## config.mk

```make
export PLATFORM = sky130hd
export DESIGN_NAME = fpexc_unit
export DESIGN_NICKNAME = d
export VERILOG_FILES = /design/src/fpexc_pkg.sv /design/src/fpexc_unit.sv
export SDC_FILE = /design/constraint.sdc
export NUM_CORES = 1
export LEC_CHECK = 0
export BUFFER_PORTS_ARGS = -buffer_cell sky130_fd_sc_hd__buf_2
export CORE_ASPECT_RATIO = 0.7
export CORE_MARGIN = 1.5
export CORE_UTILIZATION = 40
export DETAILED_ROUTE_END_ITERATION = 16
export PLACE_DENSITY_LB_ADDON = 0.15
export SYNTH_ARGS = -nofsm -noshare
export SYNTH_HDL_FRONTEND = slang
export SYNTH_SLANG_ARGS = --single-unit
```

## constraint.sdc

```tcl
create_clock -name I_CLK -period 3.3 [get_ports I_CLK]
set_clock_uncertainty 0.15 [all_clocks]
set_input_delay 0.165 -clock I_CLK [delete_from_list [all_inputs] [get_ports I_CLK]]
set_output_delay 0.165 -clock I_CLK [all_outputs]
set_load 0.05 [all_outputs]
```

## src/fpexc_pkg.sv

```systemverilog
// package for the floating-point exception detect and respond unit
// assumes one clock domain and a register port with one-cycle read data
`default_nettype none
package fpexc_pkg;
    // register addresses on the plain port
    localparam logic [3:0] FPEXC_ADDR_CSR   = 4'h0; // flags, masks, rounding control
    localparam logic [3:0] FPEXC_ADDR_STAT  = 4'h1; // last-operation status
    localparam logic [3:0] FPEXC_ADDR_CLEAR = 4'h2; // write ones to clear flags

    // field positions in the simd control/status register
    localparam int FPEXC_FLAG_LSB = 0;
    localparam int FPEXC_MASK_LSB = 7;
    localparam int FPEXC_RC_LSB   = 13;
    localparam int FPEXC_RC_W     = 2;
    localparam int FPEXC_NUM_EXC  = 6;

    // exception bit order inside the flag and mask groups
    localparam int FPEXC_B_INV = 0;
    localparam int FPEXC_B_DEN = 1;
    localparam int FPEXC_B_ZDV = 2;
    localparam int FPEXC_B_OVF = 3;
    localparam int FPEXC_B_UNF = 4;
    localparam int FPEXC_B_PRC = 5;

    // reset values: all masked, no flags, round to nearest
    localparam logic [5:0]  FPEXC_MASK_RST = 6'h3F;
    localparam logic [5:0]  FPEXC_FLAG_RST = 6'h00;
    localparam logic [31:0] FPEXC_ZERO32   = 32'h0000_0000;

    // result formats
    localparam logic [1:0] FPEXC_FMT_SINGLE = 2'h0;
    localparam logic [1:0] FPEXC_FMT_DOUBLE = 2'h1;
    localparam logic [1:0] FPEXC_FMT_EXT    = 2'h2;

    // unbiased exponent thresholds per format (magnitude 1.0 * 2^e)
    localparam logic signed [17:0] FPEXC_OVF_SGL = 18'sd128;
    localparam logic signed [17:0] FPEXC_OVF_DBL = 18'sd1024;
    localparam logic signed [17:0] FPEXC_OVF_EXT = 18'sd16384;
    localparam logic signed [17:0] FPEXC_TNY_SGL = -18'sd126;
    localparam logic signed [17:0] FPEXC_TNY_DBL = -18'sd1022;
    localparam logic signed [17:0] FPEXC_TNY_EXT = -18'sd16382;

    // rounding control field codes
    typedef enum logic [1:0] {
        FPEXC_RND_NEAREST = 2'h0,
        FPEXC_RND_DOWN    = 2'h1,
        FPEXC_RND_UP      = 2'h2,
        FPEXC_RND_ZERO    = 2'h3
    } fpexc_rnd_t;

    // result selection told back to the datapath
    typedef enum logic [2:0] {
        FPEXC_RES_ROUNDED,    // normal rounded result
        FPEXC_RES_QNAN,       // indefinite / quiet nan
        FPEXC_RES_INF,        // infinity, sign in res_sign
        FPEXC_RES_MAXFIN,     // largest finite, sign in res_sign
        FPEXC_RES_DENORM,     // denormalized result
        FPEXC_RES_BIASED,     // biased exponent result
        FPEXC_RES_NONE        // destination and sources untouched
    } fpexc_res_t;

    // operation as presented by the datapath
    typedef struct packed {
        logic             valid;
        logic             is_div;        // divide operation
        logic             is_store;      // floating-point store to memory
        logic             is_stack;      // legacy stack unit (else packed simd)
        logic [1:0]       fmt;
        logic             invalid_op;    // invalid arithmetic operand seen
        logic             a_denorm;
        logic             b_denorm;
        logic             a_zero;
        logic             a_finite;
        logic             b_zero;
        logic             a_sign;
        logic             b_sign;
        logic             res_sign;      // sign of the true result
        logic             res_zero;      // rounded result is zero
        logic signed [17:0] res_exp;     // unbiased exponent of rounded result
        logic             res_inexact;
    } fpexc_op_t;

    // response handed back to the datapath
    typedef struct packed {
        logic       valid;
        fpexc_res_t res_sel;
        logic       res_sign;
        logic       trap_req;
        logic       clr_cc1;   // clear condition-code bit one
        logic [5:0] raised;    // exceptions reported for this operation
    } fpexc_rsp_t;
endpackage
`default_nettype wire

```

## src/fpexc_unit.sv

```systemverilog
// floating-point exception detect and respond unit
// assumes the datapath presents one classified, rounded operation per valid cycle
// and that software reaches the control/status word over a plain register port
//
// What this block does
// - masked invalid: set invalid flag, deliver quiet nan to destination
// - unmasked invalid: set invalid flag, leave operands, request handler
// - masked denormal operand: set denormal flag, continue normally
// - unmasked denormal operand: set denormal flag, keep operands, request handler
// - divide-by-zero when finite non-zero dividend divided by zero divisor
// - masked divide-by-zero: set flag, return infinity with xor of operand signs
// - unmasked divide-by-zero: set flag, leave operands, request handler
// - overflow when rounded magnitude at or above 2^128, 2^1024, 2^16384
// - masked overflow: set flag, result chosen from rounding mode and sign
// - unmasked overflow: flag, handler; simd untouched, stack stores biased result
// - tiny when rounded magnitude below 2^-126, 2^-1022, 2^-16382
// - masked underflow: flag only if tiny and inexact; always deliver denormal
// - unmasked underflow: report any tiny result; simd untouched, stack biased; handler
// - inexact when result not exactly representable in destination format
// - inexact masked alone: set precision flag, store rounded result
// - inexact unmasked alone: set precision flag, store rounded, request handler
// - inexact with masked over/underflow: both flags, that result, handler if unmasked
// - inexact with unmasked over/underflow to register: both flags, result, handler
// - unmasked over/underflow on memory store: no inexact report, clear cc bit one
// - all six flags sticky until software clears them
// - rounding field: 00 nearest, 01 down, 10 up, 11 toward zero
// - control/status word: flags in bits 0..5, masks in bits 7..12
//
// The address-and-strobe port and the register offsets were decided locally.
`default_nettype none
module fpexc_unit
    import fpexc_pkg::*;
#(
    parameter int ADDR_W = 4
) (
    input  wire logic              I_CLK,
    input  wire logic              I_SYS_RST,
    input  wire fpexc_op_t         I_OP,
    input  wire logic [ADDR_W-1:0] I_ADDR,
    input  wire logic [31:0]       I_WDATA,
    input  wire logic              I_WR,
    input  wire logic              I_RD,
    output logic [31:0]            O_RDATA,
    output fpexc_rsp_t             O_RSP,
    output logic [1:0]             O_ROUND_MODE,
    output logic [5:0]             O_FLAGS,
    output logic                   O_TRAP_REQ
);

    // ========================================================================
    // state
    // ========================================================================
    logic [5:0]  flags;        // sticky exception flags
    logic [5:0]  masks;        // a set bit masks its exception
    fpexc_rnd_t  rnd;          // rounding control field
    logic [5:0]  last_raised;  // exceptions of the last valid operation
    logic [5:0]  next_flags;
    logic [31:0] next_rdata;
    fpexc_rsp_t  next_rsp;
    logic [5:0]  next_raised;
    logic        wr_csr;
    logic        wr_clr;
    logic        rd_csr;
    logic        rd_stat;

    // threshold lookup used for the overflow check, tny_exp below serves the tiny check
    function automatic logic signed [17:0] ovf_exp(input logic [1:0] fmt);
        unique case (fmt)
            FPEXC_FMT_SINGLE: ovf_exp = FPEXC_OVF_SGL;
            FPEXC_FMT_DOUBLE: ovf_exp = FPEXC_OVF_DBL;
            default:          ovf_exp = FPEXC_OVF_EXT;
        endcase
    endfunction

    function automatic logic signed [17:0] tny_exp(input logic [1:0] fmt);
        unique case (fmt)
            FPEXC_FMT_SINGLE: tny_exp = FPEXC_TNY_SGL;
            FPEXC_FMT_DOUBLE: tny_exp = FPEXC_TNY_DBL;
            default:          tny_exp = FPEXC_TNY_EXT;
        endcase
    endfunction

    // true when the port address selects the given register
    function automatic logic addr_hit(input logic [ADDR_W-1:0] addr,
                                      input logic [3:0]        reg_addr);
        addr_hit = (addr == ADDR_W'(reg_addr));
    endfunction

    // strobes qualified by the register that they select
    assign wr_csr  = I_WR && addr_hit(I_ADDR, FPEXC_ADDR_CSR);
    assign wr_clr  = I_WR && addr_hit(I_ADDR, FPEXC_ADDR_CLEAR);
    assign rd_csr  = I_RD && addr_hit(I_ADDR, FPEXC_ADDR_CSR);
    assign rd_stat = I_RD && addr_hit(I_ADDR, FPEXC_ADDR_STAT);

    // ========================================================================
    // detection and response selection
    // ========================================================================
    // classify the operation and pick the destination action
    always_comb begin
        logic det_inv;
        logic det_den;
        logic det_zdv;
        logic det_ovf;
        logic det_tny;
        logic det_inx;
        logic rep_unf;
        logic rep_inx;
        logic unm_post;
        det_inv     = I_OP.invalid_op;
        det_den     = I_OP.a_denorm || I_OP.b_denorm;
        det_zdv     = I_OP.is_div && I_OP.a_finite && !I_OP.a_zero && I_OP.b_zero;
        det_ovf     = !I_OP.res_zero && (I_OP.res_exp >= ovf_exp(I_OP.fmt));
        det_tny     = !I_OP.res_zero && (I_OP.res_exp < tny_exp(I_OP.fmt));
        det_inx     = I_OP.res_inexact;
        // masked underflow needs tiny and inexact, unmasked any tiny
        rep_unf     = det_tny && (masks[FPEXC_B_UNF] ? det_inx : 1'b1);
        unm_post    = (det_ovf && !masks[FPEXC_B_OVF]) || (rep_unf && !masks[FPEXC_B_UNF]);
        // a memory store with unmasked over/underflow drops the inexact report
        rep_inx     = det_inx && !(unm_post && I_OP.is_store);
        next_raised = '0;
        next_raised[FPEXC_B_INV] = det_inv;
        next_raised[FPEXC_B_DEN] = det_den;
        next_raised[FPEXC_B_ZDV] = det_zdv;
        next_raised[FPEXC_B_OVF] = det_ovf;
        next_raised[FPEXC_B_UNF] = rep_unf;
        next_raised[FPEXC_B_PRC] = rep_inx;

        next_rsp          = '0;
        next_rsp.valid    = I_OP.valid;
        next_rsp.raised   = I_OP.valid ? next_raised : '0;
        next_rsp.res_sign = I_OP.res_sign;
        next_rsp.res_sel  = FPEXC_RES_ROUNDED;
        next_rsp.clr_cc1  = I_OP.valid && unm_post && I_OP.is_store;
        // any reported exception whose mask is clear asks for the handler
        next_rsp.trap_req = I_OP.valid && |(next_raised & ~masks);
        if (det_inv) begin
            next_rsp.res_sel = masks[FPEXC_B_INV] ? FPEXC_RES_QNAN : FPEXC_RES_NONE;
        end else if (det_den && !masks[FPEXC_B_DEN]) begin
            next_rsp.res_sel = FPEXC_RES_NONE;
        end else if (det_zdv) begin
            next_rsp.res_sign = I_OP.a_sign ^ I_OP.b_sign;
            next_rsp.res_sel  = masks[FPEXC_B_ZDV] ? FPEXC_RES_INF : FPEXC_RES_NONE;
        end else if (det_ovf) begin
            if (!masks[FPEXC_B_OVF]) begin
                next_rsp.res_sel = I_OP.is_stack ? FPEXC_RES_BIASED : FPEXC_RES_NONE;
            end else begin
                // masked overflow result by rounding mode and sign
                unique case (rnd)
                    FPEXC_RND_NEAREST: next_rsp.res_sel = FPEXC_RES_INF;
                    FPEXC_RND_DOWN:    next_rsp.res_sel = I_OP.res_sign ?
                                           FPEXC_RES_INF : FPEXC_RES_MAXFIN;
                    FPEXC_RND_UP:      next_rsp.res_sel = I_OP.res_sign ?
                                           FPEXC_RES_MAXFIN : FPEXC_RES_INF;
                    FPEXC_RND_ZERO:    next_rsp.res_sel = FPEXC_RES_MAXFIN;
                endcase
            end
        end else if (det_tny) begin
            if (!masks[FPEXC_B_UNF]) begin
                next_rsp.res_sel = I_OP.is_stack ? FPEXC_RES_BIASED : FPEXC_RES_NONE;
            end else begin
                next_rsp.res_sel = FPEXC_RES_DENORM;
            end
        end
    end

    // ========================================================================
    // sticky flags
    // ========================================================================
    // software image after this cycle's write, new events on top so a set wins
    always_comb begin
        if (wr_csr) begin
            next_flags = I_WDATA[FPEXC_FLAG_LSB +: FPEXC_NUM_EXC] | next_rsp.raised;
        end else if (wr_clr) begin
            next_flags = (flags & ~I_WDATA[FPEXC_FLAG_LSB +: FPEXC_NUM_EXC])
                         | next_rsp.raised;
        end else begin
            next_flags = flags | next_rsp.raised;
        end
    end

    // flags fall only by reset or by software
    always_ff @(posedge I_CLK) begin
        if (I_SYS_RST) begin
            flags <= FPEXC_FLAG_RST;
        end else begin
            flags <= next_flags;
        end
    end

    // ========================================================================
    // masks and rounding control
    // ========================================================================
    // masks written by software, all masked after reset
    always_ff @(posedge I_CLK) begin
        if (I_SYS_RST) begin
            masks <= FPEXC_MASK_RST;
        end else if (wr_csr) begin
            masks <= I_WDATA[FPEXC_MASK_LSB +: FPEXC_NUM_EXC];
        end
    end

    // rounding control written by software, nearest after reset
    always_ff @(posedge I_CLK) begin
        if (I_SYS_RST) begin
            rnd <= FPEXC_RND_NEAREST;
        end else if (wr_csr) begin
            rnd <= fpexc_rnd_t'(I_WDATA[FPEXC_RC_LSB +: FPEXC_RC_W]);
        end
    end

    // ========================================================================
    // status and read port
    // ========================================================================
    // remembers the exceptions of the last valid operation
    always_ff @(posedge I_CLK) begin
        if (I_SYS_RST) begin
            last_raised <= FPEXC_FLAG_RST;
        end else if (I_OP.valid) begin
            last_raised <= next_raised;
        end
    end

    // word of the selected register, zero for any other address
    always_comb begin
        next_rdata = FPEXC_ZERO32;
        if (rd_csr) begin
            next_rdata[FPEXC_FLAG_LSB +: FPEXC_NUM_EXC] = flags;
            next_rdata[FPEXC_MASK_LSB +: FPEXC_NUM_EXC] = masks;
            next_rdata[FPEXC_RC_LSB +: FPEXC_RC_W]      = rnd;
        end else if (rd_stat) begin
            next_rdata[FPEXC_FLAG_LSB +: FPEXC_NUM_EXC] = last_raised;
        end
    end

    // read data stand in the cycle after the read strobe only
    always_ff @(posedge I_CLK) begin
        if (I_SYS_RST) begin
            O_RDATA <= FPEXC_ZERO32;
        end else begin
            O_RDATA <= next_rdata;
        end
    end

    // ========================================================================
    // registered response to the datapath
    // ========================================================================
    // response for the operation of the previous cycle
    always_ff @(posedge I_CLK) begin
        if (I_SYS_RST) begin
            O_RSP <= '0;
        end else begin
            O_RSP <= next_rsp;
        end
    end

    // handler request, one pulse per trapping operation
    always_ff @(posedge I_CLK) begin
        if (I_SYS_RST) begin
            O_TRAP_REQ <= 1'b0;
        end else begin
            O_TRAP_REQ <= next_rsp.trap_req;
        end
    end

    // flag image with this cycle's writes and events already applied
    always_ff @(posedge I_CLK) begin
        if (I_SYS_RST) begin
            O_FLAGS <= FPEXC_FLAG_RST;
        end else begin
            O_FLAGS <= next_flags;
        end
    end

    // rounding control as the next operation will use it
    always_ff @(posedge I_CLK) begin
        if (I_SYS_RST) begin
            O_ROUND_MODE <= FPEXC_RND_NEAREST;
        end else begin
            O_ROUND_MODE <= wr_csr ? I_WDATA[FPEXC_RC_LSB +: FPEXC_RC_W] : rnd;
        end
    end

endmodule
`default_nettype wire

```

==> results.yml, run 1 <==
detailed_routing:
  dr.pass1.iters: 4
  wl_per_cell_um: 13.0
  routed_wl_um: 5230
  postRouteAntennaNets: 0
  drc: 0
  vias: 1917
  via_per_inst: 4.78
  drtIter0Drc: 92
layout:
  diodes: 0
  drive_gt1_share_pct: 35.9
  final_core_util_pct: 53.7
  fillers: 519
  nNetsFinal: 407
  fin_cells: 401
  layout_commonest_cell: "buf_2"
  areaGrowthSynthToFinish_pct: 29.0
  layout.cells.most_common_list: "92 x buf_2, 47 x dfxtp_1, 29 x nor2_1"
synth:
  yosysSeqAreaShare_pct: 43.0
  synthArstFlopShare_pct: 0
  ys.flop_type: "dfxtp_1"
  synth.avg_cell_area_sq_um: 9.56
  yosysWarnings: 0
  ys_ff_latch: 47
  synth_area_sq_um: 2190
  synth.distinct_cells: 55
  synthCells: 229
  synth-edff-count: 0
cts:
  cts_tree: "yes"
  htreeDepth: 2
  path_clk_slew_ns: 0.08
  cts_setup_buffers: 0
  clock_latency_ns: 0.29
  cts_root_buffer: "clkbuf_8"
  cts_buffers: 5
  cts.sinks: 47
  cts.path.max_buffers: 2
setup_path:
  start_kind: "primary input"
  path_max_fanout: 9
  critPathBufInv: 2
  crit_family: "compound AO/OA/AOI/OAI gates"
  path_class: "in2reg"
  cp_cell_sequence: "buf_2, or2_4, ha_1, clkinv_1, o41ai_2, a41oi_4, o311a_4, o21bai_1"
  r2r_slack_ns: 1.72
  cp_slowest_cell: "o41ai_2"
  arrival_ns: 2.25
  reg2reg_depth: 5
  max_stage_delay_ns: 0.48
  reg2reg_to: "O_TRAP_REQ"
  cp-startpoint: "I_OP[30]"
  required_ns: 3.32
  endpoint_kind: "flip-flop"
  reg2reg_from: "masks[0]"
min_path:
  min_path_type: "in2reg"
  min_from: "I_WDATA[4]"
  hold_path_end: "O_FLAGS[4]"
  worstHoldPathCells: 3
pwr:
  ir_worst_vdd_mv: 0.195
  p_total_mw: 1.21
  power_density_nw_per_um2: 430
  p_leak_nw: 1.34
sta:
  maxSlewViolCount: 0
  hold_viol: 0
  slew_headroom_pct: 64.1
  tightest_slew_ns: 0.539
  grt_setup_unrepaired: "no"
  hold_slack_ns: 0.00749
  finalCritPeriodShare_pct: 67.4
  layout_min_cycle_time_ns: 2.22
  max_freq_ghz: 0.450
  setup_viol: 0
  tns_ns: 0
place:
  gp_congestion: 0.821
  dp_cells: 384
  dp_hpwl_um: 3940
  io_buffers: 92
outcome:
  status: "finished, final reports clean"
floorplan:
  die_w_um: 91.4
  core_sq_um: 5260
  rows: 22
  dieArea_sq_um: 5930
  io_pins: 129
  initial_core_util_pct: 41.6
  die_h_um: 64.9
global_route:
  grt_pass1_vias: 1761
  grt_max_degree: 26
  grt_antenna_before_repair: 0
  grt_remaining_overflow: 0
  grt_usage_pct: 18.4
  grt_pass1_wl_um: 8560
run:
  drv_cap: 0
==> routing by layer <==
layer | vias to the layer above | track usage [%] | part of all wire [%]
met5 | - | 0 | 0
met2 | 74 | 26.6 | 41
met1 | 870 | 26.5 | 52
met4 | 0 | 3.91 | 0.34
li1 | 971 | - | -
met3 | 2 | 6.10 | 6.7
==> worst max path at each step <==
stage / depth (start not counted) / slack, ns / endpoint
4_1_cts: 8 / 1.08 / O_FLAGS[5]
3_3_place_gp: 8 / 0.79 / O_FLAGS[5]
6_report: 8 / 1.08 / O_FLAGS[5]
3_5_place_dp: 8 / 0.78 / O_FLAGS[5]
5_1_grt: 8 / 0.96 / O_FLAGS[5]
2_1_floorplan: 7 / 1.13 / O_FLAGS[5]
==> stage by stage <==
step / setup WS [ns] / instance area (sq um)
after CTS: 1.08 / 2820
after global placement: 0.793 / 2630
after global routing: 0.957 / 2820
after floorplan: 1.13 / 2250
after detailed placement: 0.784 / 2630
final: 1.08 / 2820
==> synthesized netlist by cell type, types with 3 or more instances <==
cell type	instances	area share [%]
a21oi_1	7	1.6
a211o_1	6	2.4
nand2_1	5	0.86
o21bai_1	3	1.0
nor2_1	29	5.0
and2_1	7	2.0
buf_4	21	7.2
a22oi_1	7	2.4
o21ai_0	7	1.6
nor3_2	3	1.4
mux2i_1	10	4.6
o2111ai_1	3	1.2
nor3_1	7	1.6
ha_1	4	2.3
dfxtp_1	47	43
clkbuf_1	5	0.86
inv_1	10	1.7
==> timing repair <==
action	in CTS	in global routing
hold buffers	9	0
resized for setup	0	0
hold endpoints to repair	9	0
==> worst min-delay path, delay by kind of cell <==
family	cells	cell delay, ns
AO/OA/AOI/OAI	2	0.17
buffers and inverters	1	0.09
==> registers in the layout (all words and copies together) (netlist names) <==
name and count:
masks 6, last_raised 6, O_TRAP_REQ 1, O_FLAGS 6, O_RSP 12, O_ROUND_MODE 2
O_RDATA 14
==> layout make-up <==
cell class / count / area [sq um] / area share (%)
clock buffer: 8 / 100 / 3.54
sequential: 47 / 941 / 33.3
tap: 72 / 90.1 / 3.19
inverter: 11 / 41.3 / 1.46
multi-input combinational: 160 / 1090 / 38.5
timing repair buffer: 103 / 566 / 20.0
==> report_power, final <==
group          leakage, nW  switching (mW)  internal (mW)
sequential           0.383         0.00926          0.584
combinational        0.910           0.167         0.0784
clock               0.0515           0.183          0.191
total                 1.34           0.360          0.854
==> kinds of logic (layout without fill, tap and decap cells) <==
| logic type | Yosys count | count (layout) | share of synthesized area [%] |
|---|---|---|---|
| mux | 11 | 11 | 5.09 |
| compound gates | 53 | 53 | 19.7 |
| buf+inv | 39 | 122 | 10.3 |
| flops | 47 | 47 | 43.0 |
| fa+ha+maj | 4 | 4 | 2.29 |
| simple gates | 72 | 72 | 18.7 |
| xor+xnor | 2 | 2 | 0.800 |
| other cells | 1 | 18 | 0.171 |
(Power assumes the default switching activity.)
==> run 2: changes to the inputs <==
--- a/config.mk
+++ b/config.mk
@@ -5,6 +5,7 @@
 export SDC_FILE = /design/constraint.sdc
 export NUM_CORES = 1
 export LEC_CHECK = 0
+export ABC_AREA = 1
 export BUFFER_PORTS_ARGS = -buffer_cell sky130_fd_sc_hd__buf_2
 export CORE_ASPECT_RATIO = 0.7
 export CORE_MARGIN = 1.5
==> constraint.sdc (replaced) <==
create_clock -name I_CLK -period 2.1 [get_ports I_CLK]
set_clock_uncertainty 0.15 [all_clocks]
set_input_delay 0.105 -clock I_CLK [delete_from_list [all_inputs] [get_ports I_CLK]]
set_output_delay 0.105 -clock I_CLK [all_outputs]
set_load 0.05 [all_outputs]
==> results.yml, run 2 <==
floorplan:
  core_sq_um: 5370
  initial_core_util_pct: 42.4
  dieArea_sq_um: 6160
  rows: 22
  die_h_um: 66.1
  io_pins: 129
  die_w_um: 93.2
global_route:
  grt_max_degree: 19
  grt_pass1_vias: 2178
  grt_antenna_before_repair: 0
  grt_usage_pct: 20.6
  grt_remaining_overflow: 0
  grt_pass1_wl_um: 9820
pwr:
  p_sw_mw: 0.596
  clock_power_share_pct: 28.6
  p_leak_nw: 1.64
  pwr-share-comb_pct: 21.9
  power_density_nw_per_um2: 610
  sw_frac_of_total_pct: 31.7
  intPower_mw: 1.28
  seqPwrFrac_pct: 49.5
  p_total_mw: 1.88
  ir_worst_vdd_mv: 0.301
sta:
  layout_min_cycle_time_ns: 1.90
  finalCritPeriodShare_pct: 90.6
  grt_setup_unrepaired: "no"
  max_freq_ghz: 0.525
  tightest_slew_ns: 0.513
  maxSlewViolCount: 0
  setup_viol: 0
  slew_headroom_pct: 65.8
  hold_viol: 0
  tns_ns: 0
  setup_ws_ns: 0.197
layout:
  reg_top3: "O_RDATA: 14 flops, O_RSP: 12 flops"
  fillers: 541
  layout.cells.most_common_list: "92 x buf_2, 49 x nand2_1, 47 x dfxtp_1"
  drive_gt1_share_pct: 27.6
  nNetsFinal: 516
  largest_reg_flops: 14
  diodes: 0
  final_area_sq_um: 3080
  regMostFlops: "O_RDATA"
  areaGrowthSynthToFinish_pct: 35.2
  layout_commonest_cell: "buf_2"
synth:
  ys.flop_type: "dfxtp_1"
  synth-simple-area-share_pct: 28.9
  synthCells: 318
  synth_xor_area_share_pct: 0.385
  synthArstFlopShare_pct: 0
  synth_top_family_by_area: "simple AND/OR/NAND/NOR gates"
  yosys.area.top_type: "dfxtp_1"
  yosysWarnings: 0
  ys_top_cells_by_count: "49 x nand2_1, 47 x dfxtp_1, 47 x nor2_1, 43 x inv_1, 25 x nand3_1"
  synth_area_sq_um: 2280
  yosys.area.top_type_share_pct: 41.3
  synthTopCellsByArea: "dfxtp_1 41%, nand2_1 8.1%, nor2_1 7.7%"
  synth-edff-count: 0
  synth.distinct_cells: 32
  synth_most_common_cell: "nand2_1"
  ys_ff_latch: 47
  synth.avg_cell_area_sq_um: 7.16
  synth_compound_area_share_pct: 11.8
  synth_fa_ha_area_share_pct: 2.20
  yosysSeqAreaShare_pct: 41.3
  yosys-mux-area-fraction_pct: 0
cts:
  cts.path.max_buffers: 2
  cts_root_buffer: "clkbuf_8"
  cts_setup_buffers: 0
  clock_latency_ns: 0.30
  cts_buffers: 5
  cts_tree: "yes"
  path_clk_slew_ns: 0.09
  htreeDepth: 2
  cts.sinks: 47
setup_path:
  path_class: "in2reg"
  endpoint_kind: "flip-flop"
  required_ns: 2.19
  start_kind: "primary input"
  arrival_ns: 2.00
  reg2reg_depth: 4
  path_max_fanout: 4
detailed_routing:
  wl_per_cell_um: 11.6
  via_per_inst: 4.55
  dr.pass1.iters: 5
  drc: 0
  drtIter0Drc: 109
  vias: 2320
  postRouteAntennaNets: 0
  routed_wl_um: 5910
min_path:
  worstHoldPathCells: 2
  min_path_type: "in2reg"
place:
  pre_cts_ws_ns: 0.121
  dp_hpwl_um: 4520
  gp_congestion: 0.822
  io_buffers: 92
  placed_cell_area_sq_um: 2740
run:
  drv_cap: 0
outcome:
  status: "finished, final reports clean"
## run 2: critical path, cell delays in order
cell and delay [ns]:
dlygate4sd3_1 0.53, buf_2 0.13, nor2_2 0.11, nor2_1 0.10, nor2_2 0.14, a21oi_1 0.08, a311oi_1 0.20, dlygate4sd3_1 0.59
## run 2: path summary, 6_finish.rpt
kind                                     start              to  slack [ns]
worst max-delay path                  I_OP[27]        O_RSP[8]        0.20
worst min-delay path                 I_SYS_RST        O_RSP[0]        0.02
worst max register to register        masks[1]        O_RSP[8]        0.37
worst min register to register  last_raised[0]  last_raised[0]        0.32
## run 2: per-stage QoR
stage | cells | hold slack, ns | util [%]
floorplan | 335 | 0.0814 | -
global placement | 477 | 0.176 | 51.0
detailed placement | 477 | 0.175 | 51.0
CTS | 510 | 0.0173 | 57.3
global route | 510 | 0.0261 | 57.4
finish | 510 | 0.0185 | 57.4
## run 2: final cells by class
cell class              instances  area, sq um  share of cell area (%)
well taps                      72         90.1                    2.93
flip-flops and latches         47          941                    30.6
inverters                      46          173                    5.61
clock inverters                 2         12.5                   0.406
repair buffers                120          733                    23.8
multi-input cells             217         1060                    34.3
clock buffers                   6         72.6                    2.36
## run 2: logic make-up (layout without fill, tap and decap cells)
kind of cell / after synthesis / count (layout)
xor+xnor: 1 / 1
simple gates: 144 / 144
fa+ha+maj: 4 / 4
buf+inv: 71 / 174
other cells: 1 / 18
compound gates: 50 / 50
flops: 47 / 47
## run 2: power groups by stage
stage / Clock (mW) / Combinational [mW] / Sequential, mW
after floorplan: 0 / 0.221 / 1.02
after global placement: 0 / 0.369 / 0.950
after detailed placement: 0 / 0.372 / 0.950
after CTS: 0.547 / 0.409 / 0.930
after global routing: 0.591 / 0.450 / 0.932
final: 0.537 / 0.412 / 0.929
## run 2: metal layers
metal | wire [um] | global-route usage [%]
met2 | 2550 | 32.0
met4 | 62 | 6.06
met5 | 0 | 0
met1 | 2940 | 28.3
met3 | 360 | 5.06
## run 2: what timing repair did
item                                    in CTS  in global routing
hold buffers                                25                  0
resized for setup                            0                  2
endpoints found under the setup margin       0                  1
hold endpoints to repair                    24                  0
==> run 3: changes to the inputs <==
--- a/config.mk
+++ b/config.mk
@@ -10,6 +10,7 @@
 export CORE_ASPECT_RATIO = 0.7
 export CORE_MARGIN = 1.5
 export CORE_UTILIZATION = 40
+export CTS_BUF_LIST = sky130_fd_sc_hd__clkbuf_2
 export DETAILED_ROUTE_END_ITERATION = 16
 export PLACE_DENSITY_LB_ADDON = 0.15
 export SYNTH_ARGS = -nofsm -noshare
==> constraint.sdc (replaced) <==
create_clock -name I_CLK -period 1.83 [get_ports I_CLK]
set_clock_uncertainty 0.15 [all_clocks]
set_input_delay 0.0915 -clock I_CLK [delete_from_list [all_inputs] [get_ports I_CLK]]
set_output_delay 0.0915 -clock I_CLK [all_outputs]
set_load 0.05 [all_outputs]
==> results.yml, run 3 (synthesis gave the netlist of run 2 again) <==
layout:
  regArea_sq_um: 941
  multi_input_area_sq_um: 1060
  reg_top3: "O_RDATA: 14 flops, O_RSP: 12 flops"
  final_core_util_pct: 61.7
  drive_gt1_share_pct: 28.3
  diodes: 0
  largest_reg_flops: 14
  layout.cells.most_common_list: "92 x buf_2, 49 x nand2_1, 47 x dfxtp_1"
  fillers: 509
  fin_cells: 535
  layout_commonest_cell: "buf_2"
  nNetsFinal: 541
  regMostFlops: "O_RDATA"
  areaGrowthSynthToFinish_pct: 45.4
sta:
  setup_viol: 0
  slew_headroom_pct: 65.2
  grt_setup_unrepaired: "no"
  finalCritPeriodShare_pct: 95.4
  max_freq_ghz: 0.573
  layout_min_cycle_time_ns: 1.75
  maxSlewViolCount: 0
  tns_ns: 0
  hold_viol: 0
  tightest_slew_ns: 0.519
place:
  io_buffers: 92
  dp_hpwl_um: 4480
  gp_congestion: 0.837
  dp_cells: 487
setup_path:
  critPathBufInv: 3
  path_class: "in2reg"
  crit_family: "buffers and inverters"
  cp_slowest_cell: "dlygate4sd3_1"
  arrival_ns: 1.99
  start_kind: "primary input"
  path_max_fanout: 4
  cp_cell_sequence: "dlygate4sd3_1, buf_2, nor2_4, nor2_1, nor2_1, a21oi_1, a311oi_1, dlygate4sd3_1"
  endpoint_kind: "flip-flop"
  max_stage_delay_ns: 0.57
  required_ns: 2.08
  path_depth: 8
  reg2reg_depth: 4
cts:
  cts.path.max_buffers: 2
  cts_root_buffer: "clkbuf_2"
  path_clk_slew_ns: 0.25
  cts_buffers: 5
  clock_latency_ns: 0.42
  cts.sinks: 47
  cts_setup_buffers: 0
  cts_tree: "yes"
  htreeDepth: 2
min_path:
  min_path_type: "in2reg"
  worstHoldPathCells: 5
detailed_routing:
  postRouteAntennaNets: 0
  vias: 2426
  dr.pass1.iters: 4
  wl_per_cell_um: 11.7
  routed_wl_um: 6260
  via_per_inst: 4.53
  drc: 0
  drtIter0Drc: 130
floorplan:
  initial_core_util_pct: 42.4
  dieArea_sq_um: 6160
  io_pins: 129
  rows: 22
  core_sq_um: 5370
  die_w_um: 93.2
  die_h_um: 66.1
outcome:
  status: "finished, final reports clean"
pwr:
  ir_worst_vdd_mv: 0.500
  power_density_nw_per_um2: 690
  p_leak_nw: 1.77
  p_total_mw: 2.29
global_route:
  grt_pass1_wl_um: 10100
  grt_remaining_overflow: 0
  grt_pass1_vias: 2184
  grt_max_degree: 19
  grt_usage_pct: 21.4
  grt_antenna_before_repair: 0
run:
  drv_cap: 0
==> run 3: changes by cell type in the layout (fill, tap and decap cells not counted), moves of 2 or more <==
cell / previous run / this run
bufinv_16: 0 / 2
buf_4: 3 / 13
dlygate4sd3_1: 25 / 40
clkbuf_8: 5 / 0
clkbuf_2: 0 / 6
nor2_2: 4 / 2
==> run 3: cell type report <==
| class | instances | area share (%) |
|---|---|---|
| clock buffer | 6 | 0.907 |
| clock inverter | 2 | 1.81 |
| multi-input combinational | 217 | 32.0 |
| inverter | 46 | 5.21 |
| tap | 72 | 2.72 |
| timing repair buffer | 145 | 28.9 |
| sequential | 47 | 28.4 |
==> run 3: routing by layer <==
| layer | share of wire (%) | wire length, um | global-route usage, % | up-vias |
|---|---|---|---|---|
| met3 | 6.1 | 385 | 4.60 | 9 |
| li1 | - | - | - | 1263 |
| met4 | 0.86 | 54 | 5.11 | 0 |
| met2 | 45 | 2850 | 34.5 | 85 |
| met1 | 48 | 2970 | 29.2 | 1069 |
| met5 | 0 | 0 | 0 | - |
==> run 3: worst register-to-register path: cells and delay by family (launching register included) <==
family,cells,cell delay (ns)
and+or+nand+nor,2,0.31
AOI/OAI and AO/OA,1,0.26
buffers and inverters,1,0.57
DFF,1,0.37
==> run 3: per-stage QoR <==
step                setup WS, ns  instance area (sq um)  hold slack (ns)
detailed placement       -0.0737                   2810            0.171
global placement         -0.0238                   2810            0.163
CTS                       0.0705                   3290          0.00625
finish                    0.0842                   3310           0.0509
global route              0.0114                   3310           0.0618
floorplan                  0.220                   2340           0.0679
==> run 3: timing repair <==
action                                 CTS  global route
resized for setup                        0             3
endpoints found under the hold margin   39             1
hold buffers                            39             1
setup endpoints to repair                0             2
==> run 3: where the power goes <==
group	total [mW]	switching [mW]	internal, mW
sequential	1.07	0.0140	1.06
clock	0.703	0.330	0.374
combinational	0.511	0.331	0.180
total	2.29	0.674	1.61
==> run 3: worst paths after layout <==
path | from | end | slack [ns]
worst min register to register | masks[5] | O_RDATA[12] | 0.34
worst min-delay path | I_ADDR[0] | O_RDATA[13] | 0.05
worst max-delay path | I_OP[26] | O_RSP[8] | 0.08
worst max register to register | masks[1] | O_RSP[8] | 0.17
